## src/pkg/ucc_defines.svh

```systemverilog
// Register offsets, field positions and reset values of the channel characteristics block.
`ifndef UCC_DEFINES_SVH
`define UCC_DEFINES_SVH
`define UCC_ADDR_W       8
`define UCC_CHAR_OFS     8'h00
`define UCC_STAT_OFS     8'h04
`define UCC_DIS_BIT      30
`define UCC_ODD_BIT      29
`define UCC_DEV_HI       28
`define UCC_DEV_LO       22
`define UCC_TYPE_HI      19
`define UCC_TYPE_LO      18
`define UCC_LS_BIT       17
`define UCC_DIR_BIT      15
`define UCC_EP_HI        14
`define UCC_EP_LO        11
`define UCC_ST_ACTIVE    0
`define UCC_ST_HALTED    1
`define UCC_ST_WAITING   2
`define UCC_DEV_RST      7'h00
`define UCC_EP_RST       4'h0
`endif

```

## src/pkg/ucc_pkg.sv

```systemverilog
// Types shared by the channel characteristics block.
package ucc_pkg;
	typedef enum logic [1:0] {
		UCC_EP_CONTROL = 2'h0,
		UCC_EP_ISO     = 2'h1,
		UCC_EP_BULK    = 2'h2,
		UCC_EP_INTR    = 2'h3
	} ucc_ep_type;
	typedef enum logic [1:0] {
		UCC_IDLE,
		UCC_WAIT,
		UCC_BUSY,
		UCC_HALT
	} ucc_state_type;
endpackage : ucc_pkg

```

## src/core/ucc_channel.sv

```systemverilog
// Host channel characteristics register and transaction launch gate.
//
// Summary of operation
// [RULE1] Periodic transactions start only in the frame parity the odd-frame select names.
// [RULE2] Transactions carry the seven-bit target device address from bits 28:22.
// [RULE3] Software writes reserved bits 21:20 and 16 with their reset value.
// [RULE4] Bits 19:18 pick control, isochronous, bulk or interrupt handling.
// [RULE5] Bit 17 set marks the target as a low-speed device.
// [RULE6] Bit 15 picks endpoint direction: 0 OUT, 1 IN.
// [RULE7] Transactions go to the endpoint number held in bits 14:11.
// [RULE8] Setting the disable request stops the channel processing transactions.
// [RULE9] The disable request sits at bit 30 of the characteristics register.
`timescale 1ns/100ps
`include "ucc_defines.svh"
`default_nettype none
module ucc_channel (
	input  wire logic                    CLK_I,        // 200 MHz host clock
	input  wire logic                    RST_I,        // Async reset, active high
	input  wire logic [`UCC_ADDR_W-1:0]  ADDR_I,       // Register byte address
	input  wire logic [31:0]             WDATA_I,      // Write data
	input  wire logic                    WR_I,         // Write strobe
	input  wire logic                    RD_I,         // Read strobe
	output logic      [31:0]             RDATA_O,      // Read data, cycle after RD_I
	input  wire logic                    XFER_REQ_I,   // Scheduler asks for one transaction
	input  wire logic                    XFER_DONE_I,  // Link engine finished the transaction
	input  wire logic                    FRAME_ODD_I,  // Current frame number is odd
	output logic                         TXN_START_O,  // Transaction launch pulse
	output logic      [6:0]              DEV_ADDR_O,   // Target device address
	output logic      [3:0]              EP_INDEX_O,   // Target endpoint number
	output logic                         EP_DIR_IN_O,  // Endpoint direction is IN
	output ucc_pkg::ucc_ep_type          EP_TYPE_O,    // Endpoint transfer type
	output logic                         LOW_SPEED_O,  // Target is low-speed
	output logic                         PERIODIC_O,   // Transaction is periodic
	output logic                         ACTIVE_O,     // Transaction in flight
	output logic                         HALTED_O      // Channel stopped after disable
);

	logic                   dis_q, dis_d;
	logic                   odd_sel_q, odd_sel_d;
	logic [6:0]             dev_q, dev_d;
	ucc_pkg::ucc_ep_type    type_q, type_d;
	logic                   ls_q, ls_d;
	logic                   dir_q, dir_d;
	logic [3:0]             ep_q, ep_d;
	logic                   halted_q, halted_d;
	logic [31:0]            rdata_q, rdata_d;
	ucc_pkg::ucc_state_type state_q, state_d;
	logic [6:0]             o_dev_q, o_dev_d;
	logic [3:0]             o_ep_q, o_ep_d;
	logic                   o_dir_q, o_dir_d;
	ucc_pkg::ucc_ep_type    o_type_q, o_type_d;
	logic                   o_ls_q, o_ls_d;
	logic                   o_per_q, o_per_d;
	logic                   wr_char, wr_stat, periodic, frame_ok, start;

	assign wr_char  = WR_I && (ADDR_I == `UCC_CHAR_OFS);
	assign wr_stat  = WR_I && (ADDR_I == `UCC_STAT_OFS);
	assign periodic = (type_q == ucc_pkg::UCC_EP_ISO) || (type_q == ucc_pkg::UCC_EP_INTR); // RULE4
	assign frame_ok = !periodic || (FRAME_ODD_I == odd_sel_q); // RULE1
	assign start    = (state_q == ucc_pkg::UCC_WAIT) && frame_ok && !dis_q; // RULE8

	// Register file. Reserved bits are not stored, so they always read back as reset value.
	always_comb begin
		dis_d     = dis_q;
		odd_sel_d = odd_sel_q;
		dev_d     = dev_q;
		type_d    = type_q;
		ls_d      = ls_q;
		dir_d     = dir_q;
		ep_d      = ep_q;
		halted_d  = halted_q;
		rdata_d   = 32'h0000_0000;
		if (wr_char) begin
			dis_d     = WDATA_I[`UCC_DIS_BIT]; // RULE9
			odd_sel_d = WDATA_I[`UCC_ODD_BIT];
			dev_d     = WDATA_I[`UCC_DEV_HI:`UCC_DEV_LO];
			type_d    = ucc_pkg::ucc_ep_type'(WDATA_I[`UCC_TYPE_HI:`UCC_TYPE_LO]);
			ls_d      = WDATA_I[`UCC_LS_BIT];
			dir_d     = WDATA_I[`UCC_DIR_BIT];
			ep_d      = WDATA_I[`UCC_EP_HI:`UCC_EP_LO];
		end
		// Hardware clears the request once the channel is halted, unless software sets it again.
		if (state_q == ucc_pkg::UCC_HALT && !(wr_char && WDATA_I[`UCC_DIS_BIT])) begin
			dis_d = 1'b0;
		end
		if (wr_stat && WDATA_I[`UCC_ST_HALTED]) begin
			halted_d = 1'b0;
		end
		if (state_q == ucc_pkg::UCC_HALT) begin
			halted_d = 1'b1;
		end
		if (RD_I) begin
			if (ADDR_I == `UCC_CHAR_OFS) begin
				rdata_d[`UCC_DIS_BIT]               = dis_q;
				rdata_d[`UCC_ODD_BIT]               = odd_sel_q;
				rdata_d[`UCC_DEV_HI:`UCC_DEV_LO]    = dev_q;
				rdata_d[`UCC_TYPE_HI:`UCC_TYPE_LO]  = type_q;
				rdata_d[`UCC_LS_BIT]                = ls_q;
				rdata_d[`UCC_DIR_BIT]               = dir_q;
				rdata_d[`UCC_EP_HI:`UCC_EP_LO]      = ep_q;
			end else if (ADDR_I == `UCC_STAT_OFS) begin
				rdata_d[`UCC_ST_ACTIVE]  = (state_q == ucc_pkg::UCC_BUSY);
				rdata_d[`UCC_ST_HALTED]  = halted_q;
				rdata_d[`UCC_ST_WAITING] = (state_q == ucc_pkg::UCC_WAIT);
			end
		end
	end

	always_ff @(posedge CLK_I or posedge RST_I) begin
		if (RST_I) begin
			dis_q     <= 1'b0;
			odd_sel_q <= 1'b0;
			dev_q     <= `UCC_DEV_RST;
			type_q    <= ucc_pkg::UCC_EP_CONTROL;
			ls_q      <= 1'b0;
			dir_q     <= 1'b0;
			ep_q      <= `UCC_EP_RST;
			halted_q  <= 1'b0;
			rdata_q   <= 32'h0000_0000;
		end else begin
			dis_q     <= dis_d;
			odd_sel_q <= odd_sel_d;
			dev_q     <= dev_d;
			type_q    <= type_d;
			ls_q      <= ls_d;
			dir_q     <= dir_d;
			ep_q      <= ep_d;
			halted_q  <= halted_d;
			rdata_q   <= rdata_d;
		end
	end

	// Channel sequencing. A transaction already on the wire is allowed to finish before halting,
	// since cutting it short would leave the device mid-handshake.
	always_comb begin
		state_d = state_q;
		unique case (state_q)
			ucc_pkg::UCC_IDLE: begin
				if (dis_q) begin
					state_d = ucc_pkg::UCC_HALT; // RULE8
				end else if (XFER_REQ_I) begin
					state_d = ucc_pkg::UCC_WAIT;
				end
			end
			ucc_pkg::UCC_WAIT: begin
				if (dis_q) begin
					state_d = ucc_pkg::UCC_HALT; // RULE8
				end else if (start) begin
					state_d = ucc_pkg::UCC_BUSY;
				end
			end
			ucc_pkg::UCC_BUSY: begin
				if (XFER_DONE_I) begin
					state_d = dis_q ? ucc_pkg::UCC_HALT : ucc_pkg::UCC_IDLE; // RULE8
				end
			end
			ucc_pkg::UCC_HALT: begin
				state_d = ucc_pkg::UCC_IDLE;
			end
		endcase
	end

	always_ff @(posedge CLK_I or posedge RST_I) begin
		if (RST_I) begin
			state_q <= ucc_pkg::UCC_IDLE;
		end else begin
			state_q <= state_d;
		end
	end

	// Descriptor seen by the link engine is frozen at launch, so a rewrite mid-transaction is harmless.
	always_comb begin
		o_dev_d  = o_dev_q;
		o_ep_d   = o_ep_q;
		o_dir_d  = o_dir_q;
		o_type_d = o_type_q;
		o_ls_d   = o_ls_q;
		o_per_d  = o_per_q;
		if (start) begin
			o_dev_d  = dev_q;    // RULE2
			o_ep_d   = ep_q;     // RULE7
			o_dir_d  = dir_q;    // RULE6
			o_type_d = type_q;   // RULE4
			o_ls_d   = ls_q;     // RULE5
			o_per_d  = periodic;
		end
	end

	always_ff @(posedge CLK_I or posedge RST_I) begin
		if (RST_I) begin
			o_dev_q  <= `UCC_DEV_RST;
			o_ep_q   <= `UCC_EP_RST;
			o_dir_q  <= 1'b0;
			o_type_q <= ucc_pkg::UCC_EP_CONTROL;
			o_ls_q   <= 1'b0;
			o_per_q  <= 1'b0;
		end else begin
			o_dev_q  <= o_dev_d;
			o_ep_q   <= o_ep_d;
			o_dir_q  <= o_dir_d;
			o_type_q <= o_type_d;
			o_ls_q   <= o_ls_d;
			o_per_q  <= o_per_d;
		end
	end

	assign RDATA_O     = rdata_q;
	assign TXN_START_O = start;
	assign DEV_ADDR_O  = o_dev_q;
	assign EP_INDEX_O  = o_ep_q;
	assign EP_DIR_IN_O = o_dir_q;
	assign EP_TYPE_O   = o_type_q;
	assign LOW_SPEED_O = o_ls_q;
	assign PERIODIC_O  = o_per_q;
	assign ACTIVE_O    = (state_q == ucc_pkg::UCC_BUSY);
	assign HALTED_O    = halted_q;
endmodule : ucc_channel
`default_nettype wire

```

## config.mk

```make
export PLATFORM = sky130hd
export DESIGN_NAME = ucc_channel
export DESIGN_NICKNAME = d
export VERILOG_FILES = /design/src/pkg/ucc_pkg.sv /design/src/core/ucc_channel.sv
export VERILOG_INCLUDE_DIRS = /design/src /design/src/pkg
export SDC_FILE = /design/constraint.sdc
export NUM_CORES = 1
export LEC_CHECK = 0
export BUFFER_PORTS_ARGS = -buffer_cell sky130_fd_sc_hd__buf_2
export CELL_PAD_IN_SITES_DETAIL_PLACEMENT = 0
export CELL_PAD_IN_SITES_GLOBAL_PLACEMENT = 2
export CORE_MARGIN = 2
export CORE_UTILIZATION = 30
export CTS_CLUSTER_DIAMETER = 150
export DETAILED_ROUTE_END_ITERATION = 16
export GPL_TIMING_DRIVEN = 1
export HOLD_SLACK_MARGIN = 0.05
export PLACE_DENSITY = 0.76
export SKIP_LAST_GASP = 1
export SYNTH_ARGS = -nofsm -noshare
export SYNTH_HDL_FRONTEND = slang
export SYNTH_SLANG_ARGS = --single-unit
```

## constraint.sdc

```tcl
create_clock -name CLK_I -period 2.1 [get_ports CLK_I]
set_clock_uncertainty 0.05 [all_clocks]
set_input_delay 0.105 -clock CLK_I [delete_from_list [all_inputs] [get_ports CLK_I]]
set_output_delay 0.105 -clock CLK_I [all_outputs]
set_load 0.03 [all_outputs]
```

---- Word level (Yosys, flattened, before mapping) ----
Cells that the tools add are included.
storage, ports and cells
  bits in registers ....................... 56
  input bits .............................. 47
  output and inout bits ................... 51
  logic and storage cells ................. 63
cells by class
  equal/unequal tests ..................... 10
  muxes and demuxes ....................... 20
  reduce and logical (&&, ||, !) cells .... 17
operators by type and width
  kind                count
  $mux 9              2
  $mux 3              5
  $mux 2              6
  $mux 5              2
  $eq 8x3->1 const B  1
  $logic_not 8->1     1
  $pmux 2 s4          1
  $logic_and 1x1->1   7
  $eq 2x2->1 const B  3
  $ne 3x3->1 const B  2
  $eq 2x1->1 const B  2
  $mux 1              4
  $reduce_bool 2->1   2
  $logic_not 1->1     3
  $reduce_and 3->1    1
  $logic_not 2->1     1
  $logic_or 1x1->1    2
  $ne 2x2->1 const B  1
  $eq 1x1->1          1

---- Depth between registers and ports, before layout ----
Gate-level depths: netlist (run 1).
  depth after elaboration ................. 9
  mapped depth ............................ 4
  gate-level depth less buffers ........... 3

---- Worst setup path after synthesis (run 1) ----
OpenSTA, ideal clock, no wires.
  path kind ............................... register -> register
  from .................................... reg odd_sel_q
  to ...................................... reg o_dev_q[0] (netlist: DEV_ADDR_O[0])
  library setup time ...................... 0.128 ns
  arrival time ............................ 1.541 ns
  required time ........................... 1.922 ns
  path slack .............................. 0.382 ns
  cell stages (with the launch flop) ...... 5
  buffers on the path ..................... 1
  period minus slack after synthesis ...... 1.718 ns
  cell sequence ........................... dfrtp_1 > xor2_1 > a211oi_4 > buf_6 > mux2_1
on the way
  cells in the longest elaborated chain, start to end .. 4
ends and longest elaborated chain
  element                          line                source
  start, declared                  ucc_channel.sv:39   logic odd_sel_q, odd_sel_d;
  start signal, assigned           ucc_channel.sv:122  odd_sel_q <= odd_sel_d;
  $eq 1x1->1                       ucc_channel.sv:59   assign frame_ok = !periodic || (FRAME_ODD_I == odd_sel_q);
  $logic_or 1x1->1                 ucc_channel.sv:59
  $logic_and 1x1->1 (2 in series)  ucc_channel.sv:60   assign start = (state_q == ucc_pkg::UCC_WAIT) && frame_ok && !dis_q;
  via TXN_START_O                  ucc_channel.sv:27   output logic TXN_START_O,
  end signal, assigned             ucc_channel.sv:191  o_dev_q <= `UCC_DEV_RST;
  end signal, assigned             ucc_channel.sv:198  o_dev_q <= o_dev_d;
  end, declared                    ucc_channel.sv:48   logic [6:0] o_dev_q, o_dev_d;
The timed path passes the listed nets, and every way through them passes these cells.
A chain may end at the register's enable or synchronous reset.

---- Worst setup path after layout (run 1) ----
  from .................................... reg state_q[1]
  to ...................................... out TXN_START_O
on the way
  cells in the longest elaborated chain, start to end .. 3
ends and longest elaborated chain
  element                          line                source
  start, declared                  ucc_channel.sv:47   ucc_pkg::ucc_state_type state_q, state_d;
  start signal, assigned           ucc_channel.sv:165  state_q <= ucc_pkg::UCC_IDLE;
  start signal, assigned           ucc_channel.sv:167  state_q <= state_d;
  $eq 2x1->1                       ucc_channel.sv:60
  $logic_and 1x1->1 (2 in series)  ucc_channel.sv:60
  end, declared                    ucc_channel.sv:27
No other way between the ends.

==> results of run 1 <==
[cells in the final DEF, fill, tap and decap left out, drive strengths merged, types with 2 or more instances in the layout]
cell          n
inv           5
nand2         2
nor2          2
buf          75
clkbuf        7
nor4          3
mux2         32
dfrtp        56
and2         17
o21ai         2
conb         12
nor2b         3
nor3          2
dlygate4sd3  18
[final timing paths]
path	end	from	slack (ns)
worst max-delay path	TXN_START_O	state_q[1]	0.27
worst min-delay path	state_q[1]	XFER_DONE_I	0.07
worst max register to register	DEV_ADDR_O[5]	state_q[1]	0.45
worst min register to register	DEV_ADDR_O[1]	DEV_ADDR_O[1]	0.44
max in group asynchronous	RDATA_O[24]	RST_I	1.11
min in group asynchronous	DEV_ADDR_O[6]	RST_I	0.28
[kinds of logic after synthesis]
| logic type | Yosys count | synth area share |
|---|---|---|
| flops | 56 | 0.614 |
| simple gates | 36 | 0.119 |
| mux | 33 | 0.177 |
| buf+inv | 19 | 0.0575 |
| compound gates | 7 | 0.0274 |
| xor+xnor | 1 | 0.00384 |
| other cells | 1 | 0.00164 |
[repair_timing]
| action | in CTS | in global routing |
|---|---|---|
| resized for setup | 0 | 0 |
| hold buffers | 18 | 0 |
| hold endpoints to repair | 34 | 0 |
[critical path, cell delays in order (launching register included)]
cell and delay [ns]:
dfrtp_1 0.45, nand2b_1 0.22, a211oi_4 0.25, buf_4 0.23, buf_2 0.22
[registers in the layout, indices dropped and copies added (netlist names)]
name / count
EP_DIR_IN_O: 1
ls_q: 1
dev_q: 7
odd_sel_q: 1
DEV_ADDR_O: 7
EP_INDEX_O: 4
EP_TYPE_O: 2
RDATA_O: 20
state_q: 2
HALTED_O: 1
type_q: 2
dis_q: 1
PERIODIC_O: 1
ep_q: 4
LOW_SPEED_O: 1
dir_q: 1
[routing by layer]
metal | routed length, um | part of all wire | global-route usage | vias up
li1 | - | - | - | 690
met1 | 2040 | 0.45 | 0.152 | 687
met2 | 2130 | 0.47 | 0.178 | 55
met3 | 292 | 0.065 | 0.0324 | 5
met4 | 33 | 0.0074 | 0.0303 | 0
met5 | 0 | 0 | 0 | -
[area by class of cell]
class,count,share of cell area
Clock buffer,7,0.0318
Tap cell,99,0.0409
Clock inverter,1,0.00992
Timing Repair Buffer,93,0.187
Multi-Input combinational cell,89,0.262
Inverter,5,0.00620
Sequential cell,56,0.463
[metrics by stage]
stage | hold WS (ns) | setup slack (ns) | util
floorplan | 0.182 | 0.382 | -
global placement | 0.0677 | 0.389 | 0.371
detailed placement | 0.0667 | 0.357 | 0.371
CTS | 0.0571 | 0.244 | 0.413
global route | 0.0892 | 0.149 | 0.413
finish | 0.0715 | 0.274 | 0.413
[power breakdown]
part | switching [uW] | internal, uW | total (uW)
logic | 350 | 229 | 579
registers | 63.2 | 1170 | 1230
clock network | 340 | 421 | 761
total | 753 | 1820 | 2570
==> impl_metrics.ini, run 1 <==
[detailed_routing]
ant_nets = 0
vias = 1437
avgRoutedWirePerCell_um = 12.8
drc = 0
drt_wl_total_um = 4490
first_iter_violations = 29
via_per_inst = 4.11
dr.pass1.iters = 4

[die]
start_util = 0.311
die_y_um = 91.2
die-area_um2 = 8330
die_w_um = 91.2
row_count = 31
coreArea_um2 = 7330
num_io_pins = 98

[setup_path]
crit_path_max_fanout = 9
worst-r2r-cell-count = 4
arrival_ns = 1.67
crit_required_ns = 1.95
crit_path_start_kind = flip-flop
end_kind = output pin
path_class = flip-flop to output pin

[timing]
fin_crit_ns = 1.83
worst_pin_slew_ns = 0.548
timing.fmax_mhz = 548
slew_headroom = 0.632
setup_violations = 0
hold_violations = 0
setup_tns_ns = 0
post-route-period-util = 0.870
slew_viol_final = 0
rsz0062_at_grt = false

[synth]
synth-seq-cells = 56
ys_seq_area_frac = 0.614
avgSynthCellArea_um2 = 14.9
synth-main-ff-cell = dfrtp_1
synthTopCellsByArea = dfrtp_1 61%, mux2_2 6.9%, mux2_4 5.9%, and2_1 4.7%, mux2_1 4.4%
synth-edff-count = 0
synth_top_area_frac = 0.614
synth.largest_area_cell = dfrtp_1
synth_cells = 153
async_flop_share = 1.00
ys_warn_count = 0
ys_types = 30
netlist_area_um2 = 2280
synth.most_common_cell = dfrtp_1
synth.top_cells.by_count = 56 x dfrtp_1, 17 x and2_1, 14 x mux2_2, 12 x buf_4

[grt]
track_usage = 0.113
grt_pass1_wl_um = 7420
grt_max_degree = 21
antenna_found_initial = 0
grt_pass1_vias = 1479
gr-total-overflow = 0

[finish]
final_nets = 297
drive_gt1_frac = 0.450
ff_latch_area_um2 = 1400
fin_area_um2 = 3030
syn_to_final_growth_pct = 32.6
stdcell_count = 350
fillers = 706
multiInputGateArea_um2 = 792
num_antenna_cells = 0

[place]
portBuffers = 71
dpl_cell_area_um2 = 2720
gp_congestion = 0.718
placed_cells = 324
hpwlAfterDp_um = 3190

[clocking]
cts_made_buffers = 5
insertion_delay_ns = 0.30
post-cts-setup-buffer-count = 0
cts_root_buf = clkbuf_8
cts.sinks = 56
cts_tree = yes
h-tree-depth = 2
clockBufferDepth = 2
clkTransAtPathRegs_ns = 0.10

[pwr]
power_uw = 2570
pwr_density_cell_nw_per_um2 = 849
p_leak_uw = 0.00170
ir_drop_mv = 0.349

[min_path]
hold_class = input port to flip-flop
min_path_cells = 3

[status]
status = finished, final reports clean

[job]
cap_violations = 0
No activity file was read; power rests on OpenSTA's default activity.
==> run 2: changes to the inputs <==
==> constraint.sdc (replaced) <==
create_clock -name CLK_I -period 1.7 [get_ports CLK_I]
set_clock_uncertainty 0.05 [all_clocks]
set_input_delay 0.085 -clock CLK_I [delete_from_list [all_inputs] [get_ports CLK_I]]
set_output_delay 0.085 -clock CLK_I [all_outputs]
set_load 0.03 [all_outputs]
==> impl_metrics.ini, run 2 (synthesis results as in run 1) <==
[status]
status = finished, final reports clean

[detailed_routing]
avgRoutedWirePerCell_um = 12.5
drt_wl_total_um = 4490
first_iter_violations = 30
dr.pass1.iters = 4
via_per_inst = 4.06
drc = 0
ant_nets = 0
vias = 1459

[finish]
largest_reg_flops = 20
drive_gt1_frac = 0.481
multiInputGateArea_um2 = 822
num_antenna_cells = 0
ff_latch_area_um2 = 1400
final_nets = 308
layout_commonest_cell = buf_2
most-common-layout-cells = 70 x buf_2, 56 x dfrtp_1, 19 x dlygate4sd3_1
fillers = 694
syn_to_final_growth_pct = 38.0

[setup_path]
path_class = flip-flop to flip-flop
crit_path_max_fanout = 7
end_kind = flip-flop
arrival_ns = 1.77
crit_required_ns = 1.83
crit_path_start_kind = flip-flop

[place]
portBuffers = 71
place_ws_ns = 0.0808
gp_congestion = 0.724
hpwlAfterDp_um = 3190

[clocking]
clkTransAtPathRegs_ns = 0.09
cts_root_buf = clkbuf_8
cts_tree = yes
cts_made_buffers = 5
clockBufferDepth = 2
h-tree-depth = 2
insertion_delay_ns = 0.30
cts.sinks = 56

[timing]
slew_viol_final = 0
setup_violations = 0
post-route-period-util = 0.962
holdWs_ns = 0.0739
setup_tns_ns = 0
fin_ws_ns = 0.0644
rsz0062_at_grt = true
hold_violations = 0
slew_headroom = 0.670
fin_crit_ns = 1.64
timing.fmax_mhz = 611
worst_pin_slew_ns = 0.492

[min_path]
hold_class = input port to flip-flop

[pwr]
power_uw = 3210
pwr_density_cell_nw_per_um2 = 1020
p_leak_uw = 0.00176
ir_drop_mv = 0.429

[job]
cap_violations = 0

[grt]
use_met3 = 0.0307
grt_use_met2 = 0.180
antenna_found_initial = 0
grt.met1_usage = 0.151
grt_pass1_wl_um = 7400
grt_max_degree = 29
grt_pass1_vias = 1467
gr-total-overflow = 0
grt-busiest-layer = met2
track_usage = 0.113

[die]
num_io_pins = 98
die_w_um = 91.2
row_count = 31
start_util = 0.311
coreArea_um2 = 7330
die-area_um2 = 8330
die_y_um = 91.2
-- run 2: repair_timing --
item,CTS,global route
endpoints found under the hold margin,74,0
pin swaps,0,2
setup buffers,1,4
gates cloned,0,0
hold buffers,19,0
endpoints found under the setup margin,1,5
gates resized for setup,2,6
-- run 2: stage by stage --
step / cell area (um2) / utilization / instances
3_5_place_dp: 2780 / 0.379 / 329
5_1_grt: 3150 / 0.430 / 359
3_3_place_gp: 2780 / 0.379 / 329
4_1_cts: 3090 / 0.422 / 355
6_report: 3150 / 0.430 / 359
2_1_floorplan: 2330 / - / 164
-- run 2: per-layer routing --
metal,routed length [um],up-vias
li1,-,707
met1,2170,702
met2,2060,46
met3,221,4
met4,40,0
met5,0,-
-- run 2: worst paths after layout --
kind                              start            to  slack [ns]  depth (start not counted)
max in group asynchronous         RST_I      dev_q[0]        0.88                          4
min in group asynchronous         RST_I       ep_q[0]        0.15                          3
hold reg to reg            EP_TYPE_O[0]  EP_TYPE_O[0]        0.44                          1
setup reg to reg              odd_sel_q  EP_TYPE_O[0]        0.06                          5
setup / recovery              odd_sel_q  EP_TYPE_O[0]        0.06                          5
hold / removal                     RD_I    RDATA_O[1]        0.07                          3
-- run 2: layout make-up --
class | instances | area share
clock buffer | 5 | 0.0218
clock inverter | 1 | 0.00953
inverter | 5 | 0.00596
multi-input combinational | 89 | 0.261
sequential | 56 | 0.445
tap | 99 | 0.0393
timing repair buffer | 104 | 0.218
-- run 2: worst max-delay path, cell delays in order (launching register included) --
cell      delay, ns
dfrtp_1        0.42
xor2_2         0.19
a211oi_4       0.28
buf_6          0.18
buf_4          0.11
mux2_1         0.30
-- run 2: where the power goes --
part / internal (uW) / switching [uW]
combinational: 402 / 483
clock: 424 / 397
sequential: 1440 / 63.7
